==> config.mk <==
export PLATFORM = sky130hd
export DESIGN_NAME = mmd_decode
export DESIGN_NICKNAME = d
export VERILOG_FILES = /design/src/mmd_pkg.sv /design/src/mmd_lock_if.sv /design/src/mmd_decode.sv /design/src/mmd_lock.sv
export SDC_FILE = /design/constraint.sdc
export NUM_CORES = 1
export LEC_CHECK = 0
export ABC_AREA = 1
export BUFFER_PORTS_ARGS = -buffer_cell sky130_fd_sc_hd__buf_2
export CORE_AREA = 2 2 135 137
export DETAILED_ROUTE_END_ITERATION = 7
export DIE_AREA = 0 0 137 139
export GPL_ROUTABILITY_DRIVEN = 0
export PLACE_DENSITY = 0.75
export SLEW_MARGIN = 20
export SYNTH_ARGS = -nofsm -noshare
export SYNTH_HDL_FRONTEND = slang
export SYNTH_SLANG_ARGS = --single-unit
export TNS_END_PERCENT = 100
==> constraint.sdc <==
create_clock -name sys_clk -period 2 [get_ports sys_clk]
set_input_delay 0.4 -clock sys_clk [delete_from_list [all_inputs] [get_ports sys_clk]]
set_output_delay 0.4 -clock sys_clk [all_outputs]
set_load 0.1 [all_outputs]
==> src/mmd_pkg.sv <==
// Package for the memory map decode and lock block.
// Assumes a single 50 MHz system clock domain; no software registers.
// Functional notes
// - Unlock only after words 3A7F5CA3, A1E34F20, 9608B2C1 written in order.
// - Unlocked info block reads only; serial number read from 0x1080_0000.
// - Any other 32-bit control write relocks the info block; here an out-of-order UNLOCK_W1/W2 write only restarts the sequence.
// - Serial number is 104 bits; bits 7:0 hold the die revision.
// - SRAM is 160KB without ECC, 128KB with ECC enabled.
// - Each alias word from 0x2200_0000 maps to one primary SRAM bit.
// - Alias read returns one bit; alias write sets or clears that bit.
// - Alias read becomes primary read; alias write becomes read-modify-write.
// - Non-core alias access does no bit operation and gets bus error.
// - Instruction fetches from SRAM go over system bus, bypassing cache.
// - Instruction cache of 16384 bytes serves instruction-bus flash fetches.
// - Range 0x4000_0000 to 0x400F_FFFF goes through the peripheral bridge.
// - Private peripheral range accepts only core accesses; others refused.
// - Private peripheral access allowed only in privileged mode.
// - Space 0x4000_0000 to 0x5FFF_FFFF decodes to module registers and buffers.
// - With ECC on, upper SRAM banks hold check bits, leaving the map.
package mmd_pkg;
   localparam logic [31:0] UNLOCK_W0 = 32'h3A7F_5CA3;
   localparam logic [31:0] UNLOCK_W1 = 32'hA1E3_4F20;
   localparam logic [31:0] UNLOCK_W2 = 32'h9608_B2C1;
   localparam logic [31:0] INFO_BASE = 32'h1080_0000;
   localparam logic [31:0] INFO_END = 32'h1080_3FFF;
   localparam logic [31:0] FLASH_BASE = 32'h1000_0000;
   localparam logic [31:0] FLASH_END = 32'h1005_FFFF;
   localparam logic [31:0] CODE_END = 32'h1FFF_FFFF;
   localparam logic [31:0] SRAM_BASE = 32'h2000_0000;
   localparam logic [31:0] SRAM_END_RAW = 32'h2002_7FFF;
   localparam logic [31:0] SRAM_END_ECC = 32'h2001_FFFF;
   localparam logic [31:0] ALIAS_BASE = 32'h2200_0000;
   localparam logic [31:0] ALIAS_END = 32'h23FF_FFFF;
   localparam logic [31:0] APB_BASE = 32'h4000_0000;
   localparam logic [31:0] APB_END = 32'h400F_FFFF;
   localparam logic [31:0] PERI_END = 32'h5FFF_FFFF;
   localparam logic [31:0] PPB_BASE = 32'hE000_0000;
   localparam logic [31:0] PPB_END = 32'hE00F_FFFF;
   localparam int ICACHE_BYTES = 16384;
   localparam int SN_BITS = 104;
   localparam int SN_REV_MSB = 7;
   localparam int SN_WORDS = 5;
   localparam logic [2:0] SN_IDX_W = 3'h5;
   // Serial number word layout by address word index
   localparam logic [31:0] SN_W0_MSK = 32'h0001_FFFF;
   localparam int SN_W1_LO = 17;
   localparam int SN_W2_LO = 48;
   localparam int SN_W3_LO = 65;
   localparam int SN_W4_LO = 96;
   // Target select, one-hot
   typedef enum logic [7:0] {
      TGT_NONE = 8'h01,
      TGT_ICACHE = 8'h02,
      TGT_INFO = 8'h04,
      TGT_SRAM = 8'h08,
      TGT_APB = 8'h10,
      TGT_AHBP = 8'h20,
      TGT_PPB = 8'h40,
      TGT_ERR = 8'h80
   } mmd_tgt_e;
   // Bit-band sequencer states
   typedef enum logic [3:0] {
      BB_IDLE = 4'h1,
      BB_RD = 4'h2,
      BB_WR = 4'h4,
      BB_DONE = 4'h8
   } mmd_bb_e;
endpackage : mmd_pkg

==> src/mmd_lock_if.sv <==
// Interface between the decoder and its lock tracker.
// Assumes both ends share sys_clk.
`timescale 1ns/1ps
`default_nettype none
interface mmd_lock_if;
   logic wrValid;
   logic [31:0] wrData;
   logic unlocked;
   modport tracker (input wrValid, input wrData, output unlocked);
   modport user (output wrValid, output wrData, input unlocked);
endinterface : mmd_lock_if
`default_nettype wire

==> src/mmd_decode.sv <==
// Memory map decoder with info block lock and bit-band translation.
// Assumes one request per cycle held until reqDone; memories answer in
// the same cycle as a forwarded access (single-cycle SRAM port).
`timescale 1ns/1ps
`default_nettype none
module mmd_decode (
   // Clock and reset
   input wire logic sys_clk,
   input wire logic rst_n,
   // Master request
   input wire logic reqValid,
   input wire logic [31:0] reqAddr,
   input wire logic reqWrite,
   input wire logic [31:0] reqWdata,
   input wire logic reqFetch,
   input wire logic reqFromCore,
   input wire logic reqPriv,
   input wire logic reqIbus,
   // Configuration
   input wire logic eccEnable,
   input wire logic [103:0] serialNumber,
   input wire logic ctrlWrite,
   input wire logic [31:0] ctrlWdata,
   // SRAM port
   input wire logic [31:0] sramRdata,
   output logic sramValid,
   output logic sramWrite,
   output logic [31:0] sramAddr,
   output logic [31:0] sramWdata,
   // Answer and routing
   output logic reqDone,
   output logic reqError,
   output logic [31:0] reqRdata,
   output logic [7:0] target,
   output logic infoUnlocked
);
   mmd_lock_if lk ();
   mmd_lock mmd_lock_inst (.sys_clk(sys_clk), .rst_n(rst_n), .lk(lk));
   assign lk.wrValid = ctrlWrite;
   assign lk.wrData = ctrlWdata;

   logic [31:0] sramEnd;
   logic inSram, inAlias, inInfo, inFlash, inCode, inApb, inPeri, inPpb;
   mmd_pkg::mmd_tgt_e tgt;
   logic [4:0] bitIdx;
   logic [31:0] bitWord;
   logic [2:0] snIdx;
   logic [31:0] snWord;
   logic [103:0] snSh;

   // Usable SRAM shrinks when upper banks hold check bits
   assign sramEnd = eccEnable ? mmd_pkg::SRAM_END_ECC
                              : mmd_pkg::SRAM_END_RAW;
   assign inSram = reqAddr >= mmd_pkg::SRAM_BASE && reqAddr <= sramEnd;
   assign inAlias = reqAddr >= mmd_pkg::ALIAS_BASE &&
                    reqAddr <= mmd_pkg::ALIAS_END;
   assign inInfo = reqAddr >= mmd_pkg::INFO_BASE &&
                   reqAddr <= mmd_pkg::INFO_END;
   assign inFlash = reqAddr >= mmd_pkg::FLASH_BASE &&
                    reqAddr <= mmd_pkg::FLASH_END;
   assign inCode = reqAddr <= mmd_pkg::CODE_END;
   assign inApb = reqAddr >= mmd_pkg::APB_BASE &&
                  reqAddr <= mmd_pkg::APB_END;
   assign inPeri = reqAddr >= mmd_pkg::APB_BASE &&
                   reqAddr <= mmd_pkg::PERI_END;
   assign inPpb = reqAddr >= mmd_pkg::PPB_BASE &&
                  reqAddr <= mmd_pkg::PPB_END;

   // Alias word to primary word and bit: byte offset*8 + bit
   assign bitIdx = reqAddr[6:2];
   assign bitWord = mmd_pkg::SRAM_BASE + {12'h000, reqAddr[24:7], 2'b00};

   // Serial number words, unused bits read as zero
   assign snIdx = reqAddr[4:2];
   assign snSh = serialNumber;
   always_comb begin
      case (snIdx)
         3'h0: snWord = snSh[31:0] & mmd_pkg::SN_W0_MSK;
         3'h1: snWord = {1'b0, snSh[mmd_pkg::SN_W1_LO +: 31]};
         3'h2: snWord = {15'h0000, snSh[mmd_pkg::SN_W2_LO +: 17]};
         3'h3: snWord = {1'b0, snSh[mmd_pkg::SN_W3_LO +: 31]};
         3'h4: snWord = {24'h00_0000, snSh[mmd_pkg::SN_W4_LO +: 8]};
         default: snWord = 32'h0000_0000;
      endcase
   end

   // Region choice; refusals for PPB, alias and locked info
   always_comb begin
      tgt = mmd_pkg::TGT_ERR;
      if (inInfo) begin
         if (lk.unlocked && !reqWrite) begin
            tgt = mmd_pkg::TGT_INFO;
         end
      end else if (inFlash || inCode) begin
         if (reqIbus || !reqWrite) begin
            tgt = mmd_pkg::TGT_ICACHE;
         end
      end else if (inSram) begin
         tgt = mmd_pkg::TGT_SRAM;
      end else if (inAlias) begin
         tgt = reqFromCore ? mmd_pkg::TGT_SRAM
                           : mmd_pkg::TGT_ERR;
      end else if (inApb) begin
         tgt = mmd_pkg::TGT_APB;
      end else if (inPeri) begin
         tgt = mmd_pkg::TGT_AHBP;
      end else if (inPpb) begin
         if (reqFromCore && reqPriv) begin
            tgt = mmd_pkg::TGT_PPB;
         end
      end
   end

   // Transaction sequencer
   mmd_pkg::mmd_bb_e st_r, st_nxt;
   logic sramValid_nxt, sramWrite_nxt, reqDone_nxt, reqError_nxt;
   logic [31:0] sramAddr_nxt, sramWdata_nxt, reqRdata_nxt;
   logic [7:0] target_nxt;
   logic aliasOp_r, aliasOp_nxt;
   logic [4:0] bit_r, bit_nxt;
   logic bitVal_r, bitVal_nxt;

   always_comb begin
      st_nxt = st_r;
      sramValid_nxt = 1'b0;
      sramWrite_nxt = 1'b0;
      sramAddr_nxt = sramAddr;
      sramWdata_nxt = sramWdata;
      reqDone_nxt = 1'b0;
      reqError_nxt = 1'b0;
      reqRdata_nxt = reqRdata;
      target_nxt = target;
      aliasOp_nxt = aliasOp_r;
      bit_nxt = bit_r;
      bitVal_nxt = bitVal_r;
      case (st_r)
         mmd_pkg::BB_IDLE: begin
            if (reqValid) begin
               target_nxt = tgt;
               if (tgt == mmd_pkg::TGT_SRAM) begin
                  aliasOp_nxt = inAlias;
                  bit_nxt = bitIdx;
                  bitVal_nxt = reqWdata[0];
                  sramValid_nxt = 1'b1;
                  // Alias: always read first, for read or RMW
                  sramWrite_nxt = reqWrite && !inAlias;
                  sramAddr_nxt = inAlias ? bitWord : reqAddr;
                  sramWdata_nxt = reqWdata;
                  st_nxt = mmd_pkg::BB_RD;
               end else begin
                  reqDone_nxt = 1'b1;
                  reqError_nxt = tgt == mmd_pkg::TGT_ERR;
                  reqRdata_nxt = tgt == mmd_pkg::TGT_INFO ? snWord
                                                          : 32'h0000_0000;
                  st_nxt = mmd_pkg::BB_DONE;
               end
            end
         end
         mmd_pkg::BB_RD: begin
            if (aliasOp_r && reqWrite) begin
               sramValid_nxt = 1'b1;
               sramWrite_nxt = 1'b1;
               sramWdata_nxt = sramRdata;
               sramWdata_nxt[bit_r] = bitVal_r;
               st_nxt = mmd_pkg::BB_WR;
            end else begin
               reqDone_nxt = 1'b1;
               reqRdata_nxt = aliasOp_r ? {31'h0, sramRdata[bit_r]}
                                        : sramRdata;
               st_nxt = mmd_pkg::BB_DONE;
            end
         end
         mmd_pkg::BB_WR: begin
            reqDone_nxt = 1'b1;
            st_nxt = mmd_pkg::BB_DONE;
         end
         mmd_pkg::BB_DONE: begin
            st_nxt = mmd_pkg::BB_IDLE; // Master drops request meanwhile
         end
         default: st_nxt = mmd_pkg::BB_IDLE;
      endcase
   end

   always_ff @(posedge sys_clk or negedge rst_n) begin
      if (!rst_n) begin
         st_r <= mmd_pkg::BB_IDLE;
         sramValid <= 1'b0;
         sramWrite <= 1'b0;
         sramAddr <= 32'h0000_0000;
         sramWdata <= 32'h0000_0000;
         reqDone <= 1'b0;
         reqError <= 1'b0;
         reqRdata <= 32'h0000_0000;
         target <= mmd_pkg::TGT_NONE;
         aliasOp_r <= 1'b0;
         bit_r <= 5'h00;
         bitVal_r <= 1'b0;
         infoUnlocked <= 1'b0;
      end else begin
         st_r <= st_nxt;
         sramValid <= sramValid_nxt;
         sramWrite <= sramWrite_nxt;
         sramAddr <= sramAddr_nxt;
         sramWdata <= sramWdata_nxt;
         reqDone <= reqDone_nxt;
         reqError <= reqError_nxt;
         reqRdata <= reqRdata_nxt;
         target <= target_nxt;
         aliasOp_r <= aliasOp_nxt;
         bit_r <= bit_nxt;
         bitVal_r <= bitVal_nxt;
         infoUnlocked <= lk.unlocked;
      end
   end
endmodule : mmd_decode
`default_nettype wire

==> src/mmd_lock.sv <==
// Unlock sequence tracker for the information block.
// Assumes one write pulse per accepted 32-bit control write.
`timescale 1ns/1ps
`default_nettype none
module mmd_lock (
   // Clock and reset
   input wire logic sys_clk,
   input wire logic rst_n,
   // Decoder side
   mmd_lock_if.tracker lk
);
   logic [1:0] step_r, step_nxt;
   logic open_r, open_nxt;

   // Sequence walk; a stray UNLOCK_W1/W2 only restarts, any word that is no unlock word restarts and relocks
   always_comb begin
      step_nxt = step_r;
      open_nxt = open_r;
      if (lk.wrValid) begin
         if (lk.wrData == mmd_pkg::UNLOCK_W0) begin
            step_nxt = 2'h1;
         end else if (lk.wrData == mmd_pkg::UNLOCK_W1 && step_r == 2'h1) begin
            step_nxt = 2'h2;
         end else if (lk.wrData == mmd_pkg::UNLOCK_W2 && step_r == 2'h2) begin
            step_nxt = 2'h0;
            open_nxt = 1'b1;
         end else if (lk.wrData == mmd_pkg::UNLOCK_W1 ||
                      lk.wrData == mmd_pkg::UNLOCK_W2) begin
            step_nxt = 2'h0; // Out of order: restart, lock state kept
         end else begin
            step_nxt = 2'h0;
            open_nxt = 1'b0;
         end
      end
   end

   // Locked from reset
   always_ff @(posedge sys_clk or negedge rst_n) begin
      if (!rst_n) begin
         step_r <= 2'h0;
         open_r <= 1'b0;
      end else begin
         step_r <= step_nxt;
         open_r <= open_nxt;
      end
   end

   assign lk.unlocked = open_r;
endmodule : mmd_lock
`default_nettype wire

Word level (Yosys, flattened, before mapping)
Cells that the tools add are included.
Storage, ports and cells
  output and inout port bits: 109
  register bits: 123
  input port bits: 242
Operators by class
  bitwise gates (word level): 2
  reductions and logical operators: 26
  equality and inequality tests: 21
  multiplexer cells: 51
  $add $sub $neg: 1
  magnitude comparators: 16
Operator list (count)
  $mux W32: 9
  $pmux W31 S5: 1
  $pmux W32 S2: 2
  $le A32 B29 Y1 const B: 3
  $mux W8: 11
  $eq A32 B32 Y1 const B: 2
  $ge A32 B29 Y1 const B: 2
  $ge A32 B30 Y1 const B: 2
  $le A32 B31 Y1 const B: 2
  $bwmux W32: 1
  $eq A32 B30 Y1 const B: 1
  $ge A32 B31 Y1 const B: 1
  $ge A32 B32 Y1 const B: 1
  $le A32 B30 Y1: 1
  $le A32 B30 Y1 const B: 1
  $le A32 B32 Y1 const B: 1
  $add A30 B20 Y31 const A: 1
  $mux W18: 1
  $mux W1: 15
  $logic_and A1 B1 Y1: 14
  $mux W4: 3
  $pmux W4 S3: 1
  $reduce_and A4 Y1: 3
  $ne A2 B2 Y1 const B: 5
  other kinds (26): 33

Logic depth before layout (Yosys ltp)
Gate-level depths: netlist of run 1.
  depth after elaboration: 14
  mapped depth: 15
  mapped depth without buffers: 14

Hierarchy
From an unflattened synthesis of run 1, not the netlist that was laid out.
Second synthesis, totals
  cells, all modules: 1204
  area total of the unflattened synthesis: 7975.1 um2
Modules (own cells, without submodules)
  mmd_decode: cells each 1077, area an instance 7418.4 um2, sequential area each 3005.4 um2, times used 1
  mmd_lock: cells each 127, area an instance 556.8 um2, sequential area each 75.1 um2, times used 1

Worst setup path before layout of run 1
OpenSTA, ideal clock, no wires.
  path kind: flip-flop to flip-flop
  from: reg st_r[0]
  to: reg sramAddr[20]
  stages on the path, launching flop included: 9
  path buffers: 1
  setup slack: 0.172 ns
  arrival time: 1.708 ns
  cells stage by stage: dfstp_2 -> inv_2 -> nor3_4 -> inv_1 -> nor2_4 -> inv_1 -> a21oi_4 -> buf_4 -> nor2_1
On the way
  longest elaborated chain between the ends: 2
RTL lines
  from (decl): RTL line mmd_decode.sv:115  | mmd_pkg::mmd_bb_e st_r, st_nxt;
  from (signal assigned): RTL line mmd_decode.sv:186  | st_r <= mmd_pkg::BB_IDLE;
  from (signal assigned): RTL line mmd_decode.sv:200  | st_r <= st_nxt;
  $eq A4 B1 Y1: RTL line mmd_decode.sv:136  | case (st_r)
  $reduce_and A3 Y1 (no source line)
  to (signal assigned): RTL line mmd_decode.sv:203  | sramAddr <= sramAddr_nxt;
  to (decl): RTL line mmd_decode.sv:28  | output logic [31:0] sramAddr,
No other way between the ends.
A chain may end at the register's enable or synchronous reset.

Worst setup path in the final report of run 1
  from: reg st_r[0]
  to: reg reqRdata[0]
On the way
  longest elaborated chain between the ends: 3
RTL lines
  $eq A4 B2 Y1 / $eq A4 B1 Y1 (equally long branches): RTL line mmd_decode.sv:136
  $ne A2 B2 Y1 (no source line) / $reduce_bool A2 Y1 (equally long branches)
  $reduce_and A4 Y1 (no source line)
  to (signal assigned): RTL line mmd_decode.sv:207  | reqRdata <= reqRdata_nxt;
  to (decl): RTL line mmd_decode.sv:33  | output logic [31:0] reqRdata,
Several ways; a longest one is shown, not always the timed one.

==> flow_summary.yaml, run 1 <==
run_status:
  outcome: "finished clean"
setup_path:
  rrSetupSlack_ns: 0.11
  critPathCaptureType: "flip-flop"
  crit_path_cell_trace: "inv_2, nand4_2, inv_2, a21oi_2, buf_12, a21boi_0, nand2_1, nand2_1, nand3_1, nand2_1"
  cp.required_ns: 2.37
  crit_path_max_incr_delay_ns: 0.54
  endpoint: "reqRdata[0]"
  worstRegToRegCells: 10
  r2r-start: "st_r[0]"
  cp.arrival_ns: 2.26
  crit_fanout: 23
  r2r_end: "reqRdata[0]"
  criticalPathCategory: "reg2reg"
  worstSetupStartpoint: "st_r[0]"
  cp-start-kind: "flip-flop"
  slowest_stage: "dfstp_2"
  crit_path_frequent_cell: "nand2_1"
timing:
  setup_tns_ns: 0
  final_max_slew_viol_count: 0
  worst-slew-pin-transition_ns: 0.523
  rsz0062_at_grt: "no"
  max_slew_margin_pct: 65.3
  min_period_ns: 1.89
  fin_crit_sh_pct: 94.6
  skew_ns: 0.0113
  max_freq_mhz: 528
  finalSetupViolations: 0
  hold_viol: 0
die:
  fp.coreArea_um2: 17700
  start_util_pct: 45.3
  io_pins: 351
  dieArea_um2: 19000
  num_rows: 49
  die_x_um: 137
  dieHeight_um: 139
placement:
  dp_hpwl_um: 22100
  io_buffers: 349
yosys:
  synth_area_um2: 7990
  ys_warn_count: 0
  ys_seq_elements: 123
  ys_seq_area_share_pct: 38.5
  syn-num-nets: 1437
  synthCells: 1192
  synth_cell_type_count: 42
  synth_top_cell_by_area: "dfrtp_1"
  syn_area_per_cell_um2: 6.70
  yosys.area.top_type_share_pct: 37.9
  synthTopCellsByArea: "dfrtp_1, nand2_1, o21ai_0"
power_and_ir_drop:
  power_density_nw_per_um2: 1460
  p_leak_nw: 6.07
  total_power_w: 0.0159
  ir_drop_mv: 1.33
min_path:
  hold_depth: 2
  hold_start: "reqValid"
  hold_path.class: "in2reg"
clocking:
  cts_max_level: 4
  clockRootBuffer: "clkbuf_16"
  cts_tree: "yes"
  clock_path_buffers: 2
  cts.sinks: 123
  cts_buffers: 17
  clkLatencyLatePin_ns: 0.43
  clk_pin_slew_ns: 0.06
  cts_setup_buffers: 0
route:
  ant_nets: 0
  wl_um: 29200
  viasPerCell: 5.26
  first_pass_iters: 5
  first_iter_violations: 755
  wl_per_cell_um: 16.3
  num_vias: 9432
  drc: 0
final_layout:
  fin_util_pct: 61.6
  fin_nets: 1796
  fillCellCount: 1676
  areaGrowthSynthToFinish_pct: 36.1
  drive_gt1_share_pct: 29.6
grt:
  grt_use_total_pct: 30.2
  grt_start_max_net_pins: 45
  antenna_found_initial: 2
  grt_pass1_wl_um: 44900
  grt_pass1_vias: 8795
  grt_overflow_total: 0
run:
  max_cap_viol_count: 0
[area by class of cell]
type,count,area [µm²],share of cell area [%]
multi-input cells,922,4270,39.3
well taps,229,287,2.63
inverters,85,319,2.93
repair buffers,402,2330,21.4
diodes,1,2.50,0.0230
clock inverters,12,115,1.06
clock buffers,20,467,4.29
flip-flops and latches,123,3080,28.3
[sequential cells by signal, summed over array words and instances (netlist names)]
register,count
mmd_lock_inst.step_r,2
reqRdata,32
sramValid,1
reqError,1
target,8
sramAddr,32
reqDone,1
sramWdata,32
mmd_lock_inst.lk.unlocked,1
bitVal_r,1
st_r,4
infoUnlocked,1
bit_r,5
aliasOp_r,1
sramWrite,1
[synth_stat cells, drive strengths merged]
cell / number
nand2: 481
o21ai: 127
dfrtp: 121
nand3: 87
nor2: 87
inv: 83
nor3: 40
buf: 32
clkbuf: 30
a21oi: 24
nand4: 19
a22o: 14
mux2i: 14
nor4: 6
o31ai: 6
ha: 3
nand3b: 3
or2: 3
clkinv: 2
dfstp: 2
o211ai: 2
a211oi: 1
a21boi: 1
a31oi: 1
a41oi: 1
nor3b: 1
o311ai: 1
[routing by layer]
metal | share of wire [%] | wire length [µm] | global-route usage, % | up-vias
met5 | 0.038 | 11 | 0 | -
met2 | 47 | 13800 | 49.5 | 529
li1 | - | - | - | 4596
met3 | 9.1 | 2650 | 6.21 | 75
met1 | 40 | 11700 | 38.7 | 4230
met4 | 3.5 | 1030 | 12.5 | 2
[cells by family after synthesis]
family	Yosys count	share of synthesized area, %
DFF	123	38.5
and+or+nand+nor	727	38.5
adders and majority gates	3	0.470
buffers and inverters	147	8.20
AOI/OAI and AO/OA	178	12.5
muxes	14	1.75
[layout by cell type, fill, tap and decap left out, types with 5 or more instances in the layout]
cell / netlist / layout
nand3_1: 85 / 85
dfrtp_1: 121 / 120
clkinvlp_4: 0 / 6
inv_2: 5 / 5
buf_2: 14 / 348
o31ai_1: 6 / 6
clkbuf_16: 0 / 17
nor2_1: 84 / 82
nand4_1: 18 / 18
nor3_1: 38 / 37
buf_12: 0 / 14
o21ai_1: 11 / 11
a21oi_1: 23 / 22
a22o_1: 14 / 14
nand2_4: 5 / 5
nor4_1: 6 / 6
nand2_1: 475 / 475
inv_1: 78 / 78
mux2i_1: 14 / 14
o21ai_0: 116 / 116
buf_4: 11 / 38
[critical path: cells and delay by family (launching register included)]
kind            cells  cell delay [ns]
simple gates        5             0.44
buf+inv             3             0.33
flops               1             0.54
compound gates      2             0.52
[metrics by stage]
stage | hold WS [ns] | instance area [µm²] | std cells | setup WS [ns]
floorplan | 0.104 | 7990 | 1192 | 0.172
global placement | 0.348 | 10300 | 1760 | -0.0510
detailed placement | 0.357 | 10300 | 1760 | -0.0862
CTS | 0.149 | 10900 | 1793 | 0.100
global route | 0.168 | 10900 | 1793 | 0.0000464
finish | 0.160 | 10900 | 1794 | 0.107
[power by group]
part	internal, W	total, W	switching [W]
logic	0.00165	0.00908	0.00742
clock network	0.00181	0.00305	0.00123
registers	0.00326	0.00376	0.000495
total	0.00673	0.0159	0.00915
[timing repair]
action	in CTS	in global routing
endpoints found under the hold margin	39	0
resized for setup	0	2
endpoints found under the setup margin	0	5
hold buffers	1	0
[worst min-delay path by stage]
stage | endpoint
after floorplan | aliasOp_r
after global placement | sramWdata[27]
after detailed placement | sramWdata[27]
after CTS | st_r[0]
after global routing | st_r[0]
final | st_r[0]
Power figures use the tool's default switching activity.
==> run 2: changes to the inputs <==
Settings changed: PLACE_DENSITY 0.75 to 0.79.
Clock period 2 ns to 2.34 ns, I/O delays scaled along.
==> flow_summary.yaml, run 2 (synthesized netlist as in run 1, its figures left out) <==
run_status:
  outcome: "finished clean"
grt:
  grt_start_max_net_pins: 57
  grt_use_total_pct: 29.3
  grt_pass1_wl_um: 43600
  antenna_found_initial: 3
  grt_overflow_total: 0
  grt_pass1_vias: 8506
timing:
  max_slew_margin_pct: 53.3
  finalSetupViolations: 0
  rsz0062_at_grt: "no"
  setup_tns_ns: 0
  final_max_slew_viol_count: 0
  fin_crit_sh_pct: 90.1
  holdWs_ns: 0.223
  worst-slew-pin-transition_ns: 0.698
  hold_viol: 0
  max_freq_mhz: 474
  skew_ns: 0.00769
  min_period_ns: 2.11
placement:
  dp_hpwl_um: 21700
  placed_cells: 1735
  io_buffers: 349
route:
  first_iter_violations: 823
  ant_nets: 0
  viasPerCell: 5.33
  wl_per_cell_um: 16.2
  num_vias: 9419
  drc: 0
  wl_um: 28600
  first_pass_iters: 7
clocking:
  clkLatencyLatePin_ns: 0.42
  clockRootBuffer: "clkbuf_16"
  cts_tree: "yes"
  clk_pin_slew_ns: 0.06
  clock_path_buffers: 2
  cts_repair_resize_count: 0
  cts_max_level: 4
  cts_setup_buffers: 0
  cts.sinks: 123
  cts_buffers: 17
power_and_ir_drop:
  power_density_nw_per_um2: 1270
  ir_drop_mv: 1.16
  p_leak_nw: 5.92
final_layout:
  mostFrequentLayoutCell: "nand2_1"
  fillCellCount: 1692
  multi_input_area_um2: 4270
  fin_nets: 1771
  areaGrowthSynthToFinish_pct: 32.1
  top_regs: "reqRdata: 32 flops, sramAddr: 32 flops, sramWdata: 32 flops"
  regArea_um2: 3080
  final_cells: 1768
  drive_gt1_share_pct: 28.2
  final_cell_mix: "nand2_1, buf_2, dfrtp_1"
die:
  dieHeight_um: 139
  io_pins: 351
  dieArea_um2: 19000
  die_x_um: 137
  num_rows: 49
  start_util_pct: 45.3
  fp.coreArea_um2: 17700
setup_path:
  crit_path_cell_trace: "inv_2, nor3_4, inv_1, nor2_4, inv_1, a21oi_4, buf_4, nor2_1"
  cp.arrival_ns: 2.41
  slowest_stage: "dfstp_2"
  crit_fanout: 14
  crit_path_max_incr_delay_ns: 0.53
  criticalPathCategory: "reg2reg"
  critPathCaptureType: "flip-flop"
  worstSetupStartpoint: "st_r[0]"
  cp.required_ns: 2.64
  worstRegToRegCells: 8
  crit_path_frequent_cell: "inv_1"
  cp-start-kind: "flip-flop"
  r2r-start: "st_r[0]"
min_path:
  hold_path.class: "in2reg"
  hold_depth: 2
  hold_start: "reqValid"
run:
  max_cap_viol_count: 0
-- run 2: what timing repair did --
item,CTS,global route
endpoints found under the setup margin,0,0
hold endpoints to repair,29,0
hold buffers,1,0
-- run 2: power breakdown --
part           switching, W  leakage [nW]  internal [W]
sequential         0.000459          1.61       0.00279
combinational       0.00626          4.03       0.00125
clock              0.000948         0.281       0.00166
-- run 2: worst max-delay path, delay by kind of cell, from the launching register on --
kind	cells	cell delay, ns
simple gates	3	0.49
flops	1	0.53
compound gates	1	0.31
buf+inv	4	0.66
-- run 2: worst paths after layout --
| check | endpoint | slack (ns) |
|---|---|---|
| max | sramAddr[26] | 0.23 |
| min | st_r[0] | 0.22 |
| max reg2reg | sramAddr[26] | 0.23 |
| min reg2reg | target[0] | 0.46 |
| max in group asynchronous | target[0] | 1.20 |
| min in group asynchronous | sramWdata[11] | 0.50 |
-- run 2: cell type report --
type | instances | share of cell area [%]
inverters | 85 | 3.02
multi-input cells | 922 | 40.5
clock buffers | 23 | 4.62
repair buffers | 377 | 19.1
flip-flops and latches | 123 | 29.2
clock inverters | 7 | 0.853
well taps | 229 | 2.71
diodes | 2 | 0.0474
-- run 2: per-stage QoR --
stage               power [W]  util (%)  instance area (µm²)  setup slack (ns)
detailed placement     0.0107      56.4                 9960           0.00835
global placement       0.0107      56.4                 9960            0.0724
CTS                    0.0134      59.7                10500             0.108
global route           0.0140      59.8                10600            0.0735
finish                 0.0134      59.8                10600             0.232
floorplan             0.00926         -                 7990             0.451
-- run 2: per-layer routing --
layer / global-route usage [%] / vias up / part of all wire, %
met3: 6.91 / 81 / 9.1
met4: 12.2 / 4 / 3.3
met2: 47.1 / 525 / 47
li1: - / 4537 / -
met1: 37.6 / 4272 / 41
met5: 0 / - / 0.063
==> run 3: changes to the inputs <==
--- a/config.mk
+++ b/config.mk
@@ -8,9 +8,8 @@
 export ABC_AREA = 1
 export BUFFER_PORTS_ARGS = -buffer_cell sky130_fd_sc_hd__buf_2
-export CORE_AREA = 2 2 135 137
+export CORE_UTILIZATION = 44
 export DETAILED_ROUTE_END_ITERATION = 7
-export DIE_AREA = 0 0 137 139
 export GPL_ROUTABILITY_DRIVEN = 0
-export PLACE_DENSITY = 0.79
+export PLACE_DENSITY = 0.8
 export SLEW_MARGIN = 20
 export SYNTH_ARGS = -nofsm -noshare
==> constraint.sdc (replaced) <==
create_clock -name sys_clk -period 1.9 [get_ports sys_clk]
set_input_delay 0.38 -clock sys_clk [delete_from_list [all_inputs] [get_ports sys_clk]]
set_output_delay 0.38 -clock sys_clk [all_outputs]
set_load 0.05 [all_outputs]
==> flow_summary.yaml, run 3 (synthesized netlist as in run 1, its figures left out) <==
clocking:
  cts_max_level: 4
  clockRootBuffer: "clkbuf_16"
  clkLatencyLatePin_ns: 0.42
  cts_buffers: 17
  clock_path_buffers: 2
  cts.sinks: 123
  cts_tree: "yes"
  clk_pin_slew_ns: 0.06
route:
  first_iter_violations: 852
  first_pass_iters: 7
  wl_um: 28700
  num_vias: 9608
  wl_per_cell_um: 15.9
  viasPerCell: 5.32
  ant_nets: 0
  drc: 0
setup_path:
  rrSetupSlack_ns: 0.11
  critPathCaptureType: "flip-flop"
  worstRegToRegCells: 7
  crit_fanout: 20
  cp.required_ns: 2.25
  cp.arrival_ns: 2.14
  cp-start-kind: "flip-flop"
  worstSetupStartpoint: "st_r[0]"
  r2r_end: "reqRdata[22]"
  criticalPathCategory: "reg2reg"
  r2r-start: "st_r[0]"
power_and_ir_drop:
  power_frac_seq_pct: 27.6
  swShare_pct: 47.3
  total_power_w: 0.0144
  p_leak_nw: 6.21
  power_density_nw_per_um2: 1300
  ir_drop_mv: 1.30
  p_comb_share_pct: 47.1
  p_sw_w: 0.00681
  pwr-share-clk_pct: 25.2
  cellInternalPower_w: 0.00759
timing:
  fin_crit_sh_pct: 94.0
  hold_viol: 0
  finalSetupViolations: 0
  max_freq_mhz: 560
  min_period_ns: 1.79
  max_slew_margin_pct: 70.1
  final_max_slew_viol_count: 0
  rsz0062_at_grt: "no"
  worst-slew-pin-transition_ns: 0.447
  skew_ns: 0.0131
die:
  io_pins: 351
  fp.coreArea_um2: 17500
  dieHeight_um: 137
  die_x_um: 137
  start_util_pct: 45.6
  num_rows: 48
  dieArea_um2: 18700
grt:
  grt_pass1_vias: 8596
  grt_use_total_pct: 30.5
  grt_pass1_wl_um: 43900
  antenna_found_initial: 0
  grt_start_max_net_pins: 54
  grt_overflow_total: 0
final_layout:
  final_cell_mix: "nand2_1, buf_2, dfrtp_1"
  multi_input_area_um2: 4280
  fillCellCount: 1575
  regArea_um2: 3080
  top_regs: "reqRdata: 32 flops, sramAddr: 32 flops, sramWdata: 32 flops"
  antenna_cells: 0
  areaGrowthSynthToFinish_pct: 38.7
  final_cells: 1806
  fin_nets: 1813
  drive_gt1_share_pct: 30.4
  mostFrequentLayoutCell: "nand2_1"
run_status:
  outcome: "finished clean"
placement:
  dp_hpwl_um: 21900
  io_buffers: 349
  placed_cells: 1772
min_path:
  hold_path.class: "in2reg"
  hold_end: "st_r[0]"
  hold_depth: 2
  hold_start: "reqValid"
run:
  max_cap_viol_count: 0
[run 3: what timing repair did]
action | 4_1_cts | 5_1_grt
hold endpoints to repair | 36 | 0
resized for setup | 0 | 3
buffers inserted | 0 | 1
setup endpoints to repair | 0 | 19
hold buffers | 1 | 0
[run 3: layer usage]
| metal | vias up | track usage, % | wire length [µm] |
|---|---|---|---|
| met1 | 4342 | 39.6 | 11600 |
| met5 | - | 0 | 0 |
| met4 | 0 | 9.57 | 658 |
| met3 | 69 | 5.89 | 2770 |
| met2 | 577 | 51.2 | 13700 |
| li1 | 4620 | - | - |
[run 3: worst max path at each step]
stage	to	slack [ns]
2_1_floorplan	sramAddr[20]	0.08
3_3_place_gp	sramAddr[29]	-0.13
3_5_place_dp	sramAddr[29]	-0.14
4_1_cts	target[5]	0.05
5_1_grt	sramWdata[21]	0.006
6_report	reqRdata[22]	0.11
[run 3: power by group through the flow]
| stage | Sequential [W] | Combinational (W) | Clock, W |
|---|---|---|---|
| 3_3_place_gp | 0.00397 | 0.00661 | 0 |
| 5_1_grt | 0.00407 | 0.00727 | 0.00379 |
| 4_1_cts | 0.00397 | 0.00673 | 0.00366 |
| 6_report | 0.00398 | 0.00679 | 0.00363 |
| 3_5_place_dp | 0.00399 | 0.00670 | 0 |
| 2_1_floorplan | 0.00644 | 0.00223 | 0 |
[run 3: layout make-up]
| type | count | share of cell area, % |
|---|---|---|
| clock buffers | 19 | 4.00 |
| clock inverters | 13 | 1.94 |
| inverters | 85 | 2.88 |
| multi-input cells | 922 | 38.6 |
| flip-flops and latches | 123 | 27.8 |
| well taps | 225 | 2.54 |
| repair buffers | 419 | 22.3 |
[run 3: stage by stage]
stage,area (µm²),setup slack (ns),hold WS [ns],util (%),TNS [ns]
after floorplan,7990,0.0751,0.0844,-,0
after global placement,10400,-0.131,0.308,59.3,-7.44
after detailed placement,10400,-0.135,0.310,59.3,-9.11
after CTS,11100,0.0541,0.128,63.1,0
after global routing,11100,0.00628,0.136,63.2,0
final,11100,0.114,0.134,63.2,0
[run 3: worst max-delay path, cell delays in order, from the launching register on]
cell,delay [ns]
dfstp_2,0.54
inv_2,0.05
nor3_4,0.19
nor2_1,0.12
a211oi_4,0.29
buf_4,0.32
nand3_1,0.10
nand2_1,0.10
